### src/hdl/ecb_pkg.sv
// What this block does
// - Up to five phases in fixed order per access; zero-length C, D, F skipped
// - Phase lengths from per-select timing config
// - Setup 1-2 cycles, plus 0-3 on window change
// - Write setup or turnaround: 0 or 1 cycle
// - Hold phase: 0 to 3 cycles
// - Access 1-32 cycles, or wait handshake governs
// - Software selects handshake active polarity
// - Asynchronous handshake adds an extra synchroniser stage
// - Read data captured at strobe end edge
// - Demultiplexed_mode: separate data lines; mux: shared lines
// - Reference clock is system clock on pin
// - Four chip selects, each with own timing
// - Unmatched addresses still run an external access
package ecb_pkg;
	localparam int ECB_NUM_CS = 4;
	localparam int ECB_SYNC_STAGES = 2;
	localparam int ECB_ADDR_W = 24;
	localparam int ECB_DATA_W = 16;
	localparam logic [5:0] ECB_CNT_ONE = 6'h01;
	localparam logic [2:0] ECB_CS_NONE = 3'h4;

	typedef enum logic [2:0] {
		PH_IDLE = 3'b000,
		PH_AB = 3'b001,
		PH_C = 3'b010,
		PH_D = 3'b011,
		PH_E = 3'b100,
		PH_F = 3'b101
	} ecb_phase_t;

	// Per chip-select timing, mode and address window
	typedef struct packed {
		logic ab_two;
		logic [1:0] ab_ext;
		logic [1:0] c_len;
		logic d_len;
		logic [4:0] e_len;
		logic [1:0] f_len;
		logic multiplexed_mode;
		logic rdy_en;
		logic rdy_pol;
		logic rdy_async;
		logic [7:0] win_base;
		logic [7:0] win_mask;
	} ecb_phase_timing_config_t;

	typedef struct packed {
		logic [ECB_ADDR_W-1:0] addr;
		logic [ECB_DATA_W-1:0] wdata;
		logic write;
		logic byte_high_enable;
	} ecb_req_t;

	typedef struct packed {
		logic [3:0] cs_n;
		logic rd_n;
		logic wr_n;
		logic ale;
		logic byte_high_enable_n;
		logic [ECB_ADDR_W-1:0] address_lines;
		logic [ECB_DATA_W-1:0] shared_out;
		logic shared_oe_n;
		logic [ECB_DATA_W-1:0] sep_out;
		logic sep_oe_n;
	} ecb_pins_t;

	localparam ecb_pins_t ECB_PINS_RESET = '{cs_n: 4'hF, rd_n: 1'b1, wr_n: 1'b1, ale: 1'b0,
		byte_high_enable_n: 1'b1, address_lines: 24'h000000, shared_out: 16'h0000,
		shared_oe_n: 1'b1, sep_out: 16'h0000, sep_oe_n: 1'b1};

	typedef struct packed {
		ecb_phase_t phase;
		logic [5:0] cnt;
		ecb_req_t req;
		logic [2:0] cs;
		logic [2:0] last_cs;
		logic win_chg;
		logic rdy_x;
		logic [ECB_DATA_W-1:0] rdata;
		logic rsp_valid;
		ecb_pins_t pins;
	} ecb_state_t;
endpackage : ecb_pkg

### src/hdl/ecb_bus_cycle.sv
`timescale 1ns/1ps
module ecb_bus_cycle #(
	parameter int SYNC_STAGES = ecb_pkg::ECB_SYNC_STAGES
) (
	// Clock, reset, enable
	input wire logic clk_i,
	input wire logic rstn_i,
	input wire logic ce_i,
	// Access requests from the core
	input wire logic req_valid_i,
	input wire ecb_pkg::ecb_req_t req_i,
	output logic req_ready_o,
	output logic rsp_valid_o,
	output logic [ecb_pkg::ECB_DATA_W-1:0] rdata_o,
	// Per chip-select configuration
	input wire ecb_pkg::ecb_phase_timing_config_t cfg_i [ecb_pkg::ECB_NUM_CS],
	// Reference clock control
	input wire logic bus_reference_clock_en_i,
	output logic clock_output_pin_signal_o,
	output logic clk_hs_drv_o,
	// Bus pins
	output ecb_pkg::ecb_pins_t pins_o,
	input wire logic [ecb_pkg::ECB_DATA_W-1:0] shared_address_data_lines_i,
	input wire logic [ecb_pkg::ECB_DATA_W-1:0] separate_data_lines_i,
	input wire logic ready_i
);
	ecb_pkg::ecb_state_t st;
	ecb_pkg::ecb_state_t nx;
	ecb_pkg::ecb_phase_timing_config_t cfg;
	logic rdy_s;
	logic rdy_act;
	logic step_done;
	logic [2:0] new_cs;
	logic [7:0] pc;

	////////////////////////////////////////////////////////////////////////////////
	// Cycles a phase takes; zero means the phase is skipped
	function automatic logic [5:0] phase_len(input ecb_pkg::ecb_phase_t ph,
			input ecb_pkg::ecb_phase_timing_config_t c, input logic chg);
		logic [5:0] r;
		r = 6'h00;
		unique case (ph)
			ecb_pkg::PH_AB: r = ecb_pkg::ECB_CNT_ONE + {5'h00, c.ab_two} + (chg ? {4'h0, c.ab_ext} : 6'h00);
			ecb_pkg::PH_C: r = {4'h0, c.c_len};
			ecb_pkg::PH_D: r = {5'h00, c.d_len};
			ecb_pkg::PH_E: r = ecb_pkg::ECB_CNT_ONE + {1'b0, c.e_len};
			ecb_pkg::PH_F: r = {4'h0, c.f_len};
			default: r = 6'h00;
		endcase
		return r;
	endfunction : phase_len

	function automatic ecb_pkg::ecb_phase_t next_phase(input ecb_pkg::ecb_phase_t ph,
			input ecb_pkg::ecb_phase_timing_config_t c);
		ecb_pkg::ecb_phase_t r;
		r = ecb_pkg::PH_IDLE;
		for (int k = 5; k >= 1; k--) begin
			if (3'(k) > ph && phase_len(ecb_pkg::ecb_phase_t'(3'(k)), c, 1'b0) != 6'h00) begin
				r = ecb_pkg::ecb_phase_t'(3'(k));
			end
		end
		return r;
	endfunction : next_phase

	// lowest matching window wins, else no select
	function automatic logic [2:0] decode_cs(input logic [ecb_pkg::ECB_ADDR_W-1:0] a,
			input ecb_pkg::ecb_phase_timing_config_t c [ecb_pkg::ECB_NUM_CS]);
		logic [2:0] r;
		r = ecb_pkg::ECB_CS_NONE;
		for (int i = ecb_pkg::ECB_NUM_CS - 1; i >= 0; i--) begin
			if (((a[23:16] ^ c[i].win_base) & c[i].win_mask) == 8'h00) begin
				r = 3'(i);
			end
		end
		return r;
	endfunction : decode_cs

	// Pin levels for a phase; address stays put between accesses
	function automatic ecb_pkg::ecb_pins_t pins_for(input ecb_pkg::ecb_phase_t ph,
			input ecb_pkg::ecb_req_t q, input ecb_pkg::ecb_phase_timing_config_t c,
			input logic [2:0] cs);
		ecb_pkg::ecb_pins_t p;
		p = ecb_pkg::ECB_PINS_RESET;
		p.address_lines = q.addr;
		p.shared_out = q.addr[15:0];
		p.sep_out = q.wdata;
		if (ph != ecb_pkg::PH_IDLE) begin
			if (!cs[2]) begin
				p.cs_n[cs[1:0]] = 1'b0;
			end
			p.byte_high_enable_n = !q.byte_high_enable;
			p.ale = c.multiplexed_mode && ph == ecb_pkg::PH_AB;
			p.rd_n = !(ph == ecb_pkg::PH_E && !q.write);
			p.wr_n = !(ph == ecb_pkg::PH_E && q.write);
			// mux: address then write data on shared lines
			if (c.multiplexed_mode) begin
				p.shared_oe_n = !(ph == ecb_pkg::PH_AB || (q.write && ph != ecb_pkg::PH_C));
				if (q.write && ph >= ecb_pkg::PH_D) begin
					p.shared_out = q.wdata;
				end
			end else begin
				p.sep_oe_n = !(q.write && ph >= ecb_pkg::PH_D);
			end
		end
		return p;
	endfunction : pins_for

	////////////////////////////////////////////////////////////////////////////////
	// Handshake pin enters through the synchroniser
	ecb_sync #(
		.STAGES(SYNC_STAGES)
	) u_rdy_sync (
		.clk_i(clk_i),
		.rstn_i(rstn_i),
		.ce_i(ce_i),
		.d_i(ready_i),
		.q_o(rdy_s)
	);

	// Sequencer next state
	always_comb begin
		cfg = cfg_i[st.cs[1:0]];
		// async mode reads the extra stage
		rdy_act = (cfg.rdy_async ? st.rdy_x : rdy_s) == cfg.rdy_pol;
		// without handshake only the count ends access
		step_done = st.cnt == 6'h00 && !(st.phase == ecb_pkg::PH_E && cfg.rdy_en && !rdy_act);
		new_cs = decode_cs(req_i.addr, cfg_i);
		nx = st;
		if (ce_i) begin
			// Pulse drops only on a running cycle, so a freeze holds it too
			nx.rsp_valid = 1'b0;
			nx.rdy_x = rdy_s;
			unique case (st.phase)
				ecb_pkg::PH_IDLE: begin
					if (req_valid_i) begin
						nx.req = req_i;
						nx.cs = new_cs;
						nx.win_chg = new_cs != st.last_cs;
						nx.last_cs = new_cs;
						nx.phase = ecb_pkg::PH_AB;
						nx.cnt = phase_len(ecb_pkg::PH_AB, cfg_i[new_cs[1:0]], nx.win_chg)
							- ecb_pkg::ECB_CNT_ONE;
					end
				end
				default: begin
					if (!step_done) begin
						nx.cnt = st.cnt == 6'h00 ? st.cnt : st.cnt - ecb_pkg::ECB_CNT_ONE;
					end else begin
						if (st.phase == ecb_pkg::PH_E) begin
							nx.rsp_valid = 1'b1;
							// capture on the edge that ends the strobe
							if (!st.req.write) begin
								nx.rdata = cfg.multiplexed_mode ? shared_address_data_lines_i
									: separate_data_lines_i;
							end
						end
						nx.phase = next_phase(st.phase, cfg);
						nx.cnt = phase_len(nx.phase, cfg, 1'b0) - ecb_pkg::ECB_CNT_ONE;
					end
				end
			endcase
			nx.pins = pins_for(nx.phase, nx.req, cfg_i[nx.cs[1:0]], nx.cs);
		end
	end

	always_ff @(posedge clk_i) begin
		if (!rstn_i) begin
			st <= '{phase: ecb_pkg::PH_IDLE, cs: ecb_pkg::ECB_CS_NONE,
				last_cs: ecb_pkg::ECB_CS_NONE, pins: ecb_pkg::ECB_PINS_RESET, default: '0};
		end else begin
			st <= nx;
		end
	end

	// Outputs; the request port is open only between accesses
	assign req_ready_o = ce_i && st.phase == ecb_pkg::PH_IDLE;
	assign rsp_valid_o = st.rsp_valid;
	assign rdata_o = st.rdata;
	assign pins_o = st.pins;

	// system clock routed to the pin, fast driver on
	// Enable must change only while clk is low or the pulse is cut short
	assign clock_output_pin_signal_o = clk_i & bus_reference_clock_en_i;
	assign clk_hs_drv_o = bus_reference_clock_en_i;

	////////////////////////////////////////////////////////////////////////////////
	// Cycles spent in the current phase, for checking only
	always_ff @(posedge clk_i) begin
		if (!rstn_i) begin
			pc <= 8'h00;
		end else if (ce_i) begin
			pc <= nx.phase != st.phase ? 8'h00 : (pc == 8'hFF ? pc : pc + 8'h01);
		end
	end
endmodule : ecb_bus_cycle

### src/hdl/ecb_sync.sv
`timescale 1ns/1ps
module ecb_sync #(
	parameter int STAGES = 2
) (
	// Clock and control
	input wire logic clk_i,
	input wire logic rstn_i,
	input wire logic ce_i,
	// Level in and out
	input wire logic d_i,
	output logic q_o
);
	logic [STAGES-1:0] sr;
	logic [STAGES-1:0] next_sr;

	// Shift only while enabled; only the last stage is visible
	always_comb begin
		next_sr = sr;
		if (ce_i) begin
			next_sr = {sr[STAGES-2:0], d_i};
		end
	end

	always_ff @(posedge clk_i) begin
		if (!rstn_i) begin
			sr <= '0;
		end else begin
			sr <= next_sr;
		end
	end

	assign q_o = sr[STAGES-1];
endmodule : ecb_sync

### config.mk
export PLATFORM = sky130hd
export DESIGN_NAME = ecb_bus_cycle
export DESIGN_NICKNAME = d
export VERILOG_FILES = /design/src/hdl/ecb_pkg.sv /design/src/hdl/ecb_bus_cycle.sv /design/src/hdl/ecb_sync.sv
export SDC_FILE = /design/constraint.sdc
export NUM_CORES = 1
export LEC_CHECK = 0
export BUFFER_PORTS_ARGS = -buffer_cell sky130_fd_sc_hd__clkbuf_2
export CELL_PAD_IN_SITES_DETAIL_PLACEMENT = 0
export CELL_PAD_IN_SITES_GLOBAL_PLACEMENT = 1
export CORE_MARGIN = 2
export CORE_UTILIZATION = 37
export CTS_BUF_LIST = sky130_fd_sc_hd__clkbuf_4 sky130_fd_sc_hd__clkbuf_8
export CTS_CLUSTER_DIAMETER = 80
export DETAILED_ROUTE_END_ITERATION = 12
export PLACE_DENSITY = 0.95
export SLEW_MARGIN = 5
export SYNTH_ARGS = -nofsm -noshare
export SYNTH_HDL_FRONTEND = slang
export SYNTH_SLANG_ARGS = --single-unit
### constraint.sdc
create_clock -name clk_i -period 8.55 [get_ports clk_i]
set_input_delay 0.855 -clock clk_i [delete_from_list [all_inputs] [get_ports clk_i]]
set_output_delay 0.855 -clock clk_i [all_outputs]
set_load 0.03 [all_outputs]
==> reports/qor.yml, run 1 <==
routing:
  routed_via_density: 5.085
  wl_per_cell_um: 15.38
  topRoutingLayerUsed: "met4"
  drt-met1-wl_um: 7529
  antenna_left: 0
  dr_wl_met3_um: 1480
  dr.first_iter.drc_count: 251
  vias: 6097
  wl_met2_um: 9176
  firstDrtPassIters: 5
  wirelength_um: 18440
  drc_errors: 0
clocking:
  post-cts-setup-buffer-count: 0
  postCtsHoldBufs: 0
  clk_pin_slew_ns: 0.10
  cts_tree: "yes"
  clock_latency_ns: 0.48
  ctsResizeCount: 0
job:
  cap_violations: 0
sta:
  finalSetupTns_ns: 0
  hold_violations: 0
  relSlewSlack: 0.2262
  fin_skew_ns: 0.01355
  slew_violations: 0
  hold_ws_ns: 0.4624
  setup_violations: 0
  worst_slew_pin_slew_ns: 1.161
  rsz0062_at_grt: "false"
worst_hold_path:
  worstHoldStart: "pins_o[56]"
  hold_path_depth: 2
  hold_end: "pins_o[56]"
  worst_hold_path_type: "flip-flop to flip-flop"
yosys:
  synth.area.top_cells: "dfxtp_1 32%, buf_4 9.5%, nand2_1 7.8%"
  synth-xor-area-share: 0.05497
  synth_warnings: 0
  ys_seq_area_frac: 0.3156
  syn_nets: 1014
  synth_area_mm2: 0.006533
  synth_top_family_by_area: "compound AO/OA/AOI/OAI gates"
  synth_top_area_share: 0.3156
  synthDistinctLibCells: 64
  ys_ff_latch: 103
  synth_edf_count: 0
  yosys.area_share.simple: 0.1643
  muxShareOfSynthArea: 0.1096
  async_flop_share: 0
  synthCells: 794
  synth_fa_ha_area_frac: 0.01532
  synth-main-ff-cell: "dfxtp_1"
  yosysTopAreaCell: "dfxtp_1"
  synth-compound-area-share: 0.1984
  syn_avg_cell_area_um2: 8.227
power_and_ir_drop:
  p_per_area_mw_per_mm2: 180.3
  leakage_uw: 0.003509
  ir_worst_vdd_mv: 0.1115
worst_setup_path:
  path_cells: "clkbuf_8 > clkbuf_8 > and2_1 > clkbuf_2"
  worst_setup_path_start_kind: "clock port"
  cp_slowest_cell: "clkbuf_2"
  r2r_cells: 10
  reg2reg_to: "pins_o[21]"
  r2r_setup_slack_ns: 3.76
  critical_path_required_ns: 7.70
  timing.rr.start: "st[88]"
  arrival_ns: 4.82
  path_common_cell: "clkbuf_8"
  critPathMaxStageDelay_ns: 0.18
  crit_type: "clock port to output pin"
  endpoint_kind: "output pin"
  critPathMaxFanout: 2
final_layout:
  syn2layout_area_growth_pct: 18.00
  final_area_mm2: 0.007709
  final_common_cell: "clkbuf_2"
  layout_common_cells: "297 x clkbuf_2, 135 x nand2_1, 103 x dfxtp_1"
  drive_above_1_share: 0.3587
  post_layout_nonfiller_instances: 1199
  fin_util: 0.4457
  nNetsFinal: 1188
grt:
  track_usage: 0.1976
  grt_pass1_wl_um: 29060
  grt_max_degree: 71
  grt_overflow: 0
  grt_pass1_vias: 5867
  antenna_found_initial: 1
floorplan:
  row_count: 48
  initial_core_util: 0.3777
  die_area_mm2: 0.01873
  ios: 298
  core_mm2: 0.01730
  die_w_um: 136.9
  chipHeight_um: 136.9
place:
  dpl_cell_area_mm2: 0.007438
  place.gp.congestion: 0.9058
  dp_cells: 1179
  place_hpwl_um: 13870
  port_buffers: 297
run_status:
  outcome: "finished, final reports clean"
## critical path, delay by kind of cell
family,cells,cell delay [ns]
buffers and inverters,3,0.40
and+or+nand+nor,1,0.15
## cell usage after synthesis, types with 6 or more instances
library cell	count
nand2_1	136
dfxtp_1	103
buf_4	83
a21oi_1	57
nor2_1	48
o21ai_0	40
clkbuf_1	37
xor2_1	37
mux2i_1	31
a211oi_1	20
a31oi_1	18
a22oi_1	16
mux4_2	16
a2bb2oi_1	15
buf_2	11
inv_1	9
nand3_1	9
ha_1	8
nand2b_1	7
nor3_1	6
## kinds of logic after synthesis
logic type	Yosys count
AND/OR/NAND/NOR	240
AO/OA/AOI/OAI	201
buffers and inverters	150
flip-flops	103
multiplexers	51
XOR/XNOR	41
adder cells (fa/ha/maj)	8
## metal layers
metal | track usage | vias up
li1 | - | 3066
met4 | 0.04926 | 0
met5 | 0 | -
met2 | 0.3489 | 222
met3 | 0.06926 | 22
met1 | 0.2278 | 2787
## flip-flops by register name, summed over array words and instances (netlist names)
| signal | flops |
|---|---|
| pins_o | 66 |
| rdata_o | 16 |
| rsp_valid_o | 1 |
| u_rdy_sync.sr | 2 |
| st | 18 |
## worst max-delay path by stage
stage	from	end	depth (start not counted)	slack (ns)
after floorplan	clk_i	clock_output_pin_signal_o	1	3.18
after global placement	clk_i	clock_output_pin_signal_o	2	3.12
after detailed placement	clk_i	clock_output_pin_signal_o	2	3.12
after CTS	clk_i	clock_output_pin_signal_o	4	2.86
after global routing	clk_i	clock_output_pin_signal_o	4	2.84
final	clk_i	clock_output_pin_signal_o	4	2.87
## per-stage QoR
stage          power, uW  setup slack [ns]
2_1_floorplan      904.9             3.184
3_3_place_gp        1013             3.121
3_5_place_dp        1017             3.121
4_1_cts             1408             2.863
5_1_grt             1478             2.841
6_report            1390             2.874
## area by class of cell
cell class	count	area, um2
flip-flops and latches	103	2062
fillers	1770	9588
well taps	225	281.5
clock buffers	13	170.2
inverters	10	37.54
clock inverters	7	102.6
multi-input cells	541	3548
repair buffers	299	1504
diodes	1	2.502
## where the power goes
part           internal (uW)  switching, uW
registers                511           30.2
logic                    188            268
clock network            201            191
Power figures use the tool's default switching activity.
==> run 2: changes to the inputs <==
--- a/config.mk
+++ b/config.mk
@@ -9,11 +9,11 @@
 export CELL_PAD_IN_SITES_DETAIL_PLACEMENT = 0
 export CELL_PAD_IN_SITES_GLOBAL_PLACEMENT = 1
 export CORE_MARGIN = 2
-export CORE_UTILIZATION = 37
+export CORE_UTILIZATION = 31
 export CTS_BUF_LIST = sky130_fd_sc_hd__clkbuf_4 sky130_fd_sc_hd__clkbuf_8
 export CTS_CLUSTER_DIAMETER = 80
 export DETAILED_ROUTE_END_ITERATION = 12
-export PLACE_DENSITY = 0.95
+export PLACE_DENSITY = 0.9
 export SLEW_MARGIN = 5
 export SYNTH_ARGS = -nofsm -noshare
 export SYNTH_HDL_FRONTEND = slang
==> constraint.sdc (replaced) <==
create_clock -name clk_i -period 4.8 [get_ports clk_i]
set_input_delay 0.48 -clock clk_i [delete_from_list [all_inputs] [get_ports clk_i]]
set_output_delay 0.48 -clock clk_i [all_outputs]
set_load 0.03 [all_outputs]
==> reports/qor.yml, run 2 (synthesis gave the netlist of run 1 again) <==
run_status:
  outcome: "finished, final reports clean"  # unchanged
place:
  dpl_cell_area_mm2: 0.007553  # was 0.007438 mm2
  port_buffers: 297  # unchanged
  place_hpwl_um: 14610  # was 13,870 um
  place.gp.congestion: 0.8722  # was 0.9058
routing:
  wirelength_um: 19480  # was 18,440 um
  wl_met2_um: 9493  # was 9176 um
  dr.first_iter.drc_count: 248  # was 251
  vias: 6201  # was 6,097
  routed_via_density: 4.941  # was 5.085
  antenna_left: 0  # unchanged
  wl_per_cell_um: 15.52  # was 15.38 um
  topRoutingLayerUsed: "met4"  # unchanged
  firstDrtPassIters: 5  # unchanged
  drt-met1-wl_um: 8242  # was 7529 um
  dr_wl_met3_um: 1449  # was 1480 um
  drc_errors: 0  # unchanged
grt:
  grt_pass1_vias: 6078  # was 5,867
  antenna_found_initial: 0  # was 1
  grt_overflow: 0  # unchanged
  grt_max_degree: 59  # was 71
  grt_pass1_wl_um: 30550  # was 29,060 um
  track_usage: 0.1752  # was 0.1976
worst_hold_path:
  worst_hold_path_type: "primary input to flip-flop"  # was flip-flop to flip-flop
floorplan:
  ios: 298  # unchanged
  core_mm2: 0.02082  # was 0.01730 mm2
  die_area_mm2: 0.02225  # was 0.01873 mm2
  initial_core_util: 0.3137  # was 0.3777
  row_count: 53  # was 48
  chipHeight_um: 149.2  # was 136.9 um
  die_w_um: 149.2  # was 136.9 um
clocking:
  cts_tree: "yes"  # unchanged
  postCtsHoldBufs: 0  # unchanged
  clock_latency_ns: 0.50  # was 0.48 ns
  ctsResizeCount: 0  # unchanged
  clk_pin_slew_ns: 0.12  # was 0.10 ns
  post-cts-setup-buffer-count: 0  # unchanged
final_layout:
  n_fill_cell: 2214  # was 1,770
  nNetsFinal: 1195  # was 1,188
  syn2layout_area_growth_pct: 19.38  # was 18.00%
  largest_reg_flops: 66  # unchanged
  fin_util: 0.3745  # was 0.4457
  n_antenna_cell: 0  # was 1
  final_common_cell: "clkbuf_2"  # unchanged
  drive_above_1_share: 0.3633  # was 0.3587
  final_area_mm2: 0.007799  # was 0.007709 mm2
  layout_common_cells: "297 x clkbuf_2, 135 x nand2_1, 103 x dfxtp_1"  # unchanged
worst_setup_path:
  crit_type: "flip-flop to flip-flop"  # was clock port to output pin
  worst_setup_path_start_kind: "flip-flop"  # was clock port
  endpoint_kind: "flip-flop"  # was output pin
  critPathMaxFanout: 6  # was 2
  arrival_ns: 4.31  # was 4.82 ns
  critical_path_required_ns: 5.23  # was 7.70 ns
sta:
  setup_violations: 0  # unchanged
  period_minus_slack_ns: 3.885
  rsz0062_at_grt: "false"  # unchanged
  fin_skew_ns: 0.01468  # was 0.01355 ns
  finalSetupTns_ns: 0  # unchanged
  fin_crit_sh: 0.8094
  worst_slew_pin_slew_ns: 1.093  # was 1.161 ns
  slew_violations: 0  # unchanged
  relSlewSlack: 0.2706  # was 0.2262
  hold_violations: 0  # unchanged
  fmax_ghz: 0.2574
power_and_ir_drop:
  ir_worst_vdd_mv: 0.1541  # was 0.1115 mV
  p_per_area_mw_per_mm2: 315.6  # was 180.3 mW/mm2
  leakage_uw: 0.003530  # was 0.003509 uW
job:
  cap_violations: 0  # unchanged
## run 2: report_power, final
part | internal [uW] | switching (uW)
registers | 911 | 45.4
clock network | 306 | 363
logic | 344 | 492
total | 1560 | 900
## run 2: cell type report
cell class,count,area [um2],area share
well taps,275,344.1,0.04412
clock inverters,7,80.08,0.01027
inverters,10,37.54,0.004813
clock buffers,13,170.2,0.02182
flip-flops and latches,103,2062,0.2644
repair buffers,306,1556,0.1996
multi-input cells,541,3548,0.4550
## run 2: layer usage
layer  up-vias  global-route usage
met5         -                   0
met4         0             0.05333
met3        28             0.05413
met2       241              0.2993
met1      2855              0.2109
li1       3077                   -
## run 2: final timing paths
path,cells past startpoint,startpoint,end,slack [ns]
worst min-delay path,3,req_i[15],pins_o[14],0.18
worst max-delay path,13,st[88],st[137],0.91
worst min register to register,2,st[91],st[91],0.47
worst max register to register,13,st[88],st[137],0.91
## run 2: worst max-delay path: stages, from the launching register on
cell      delay, ns
dfxtp_1        0.55
mux4_2         0.63
ha_1           0.29
and4bb_1       0.23
o211ai_1       0.37
nand2_1        0.23
a221o_1        0.35
o32ai_2        0.33
ha_1           0.27
nand2_1        0.08
mux2i_1        0.13
a311o_1        0.13
a32oi_1        0.09
a21oi_1        0.15
## run 2: metrics by stage
stage | hold slack, ns | power, uW | worst slack (ns) | instances
after CTS | 0.1499 | 2502 | 0.9029 | 1255
after global routing | 0.1617 | 2623 | 0.5665 | 1255
after detailed placement | 0.4538 | 1832 | 0.9455 | 1236
final | 0.1827 | 2462 | 0.9149 | 1255
after global placement | 0.4406 | 1820 | 1.004 | 1236
after floorplan | 0.4304 | 1612 | 1.213 | 794
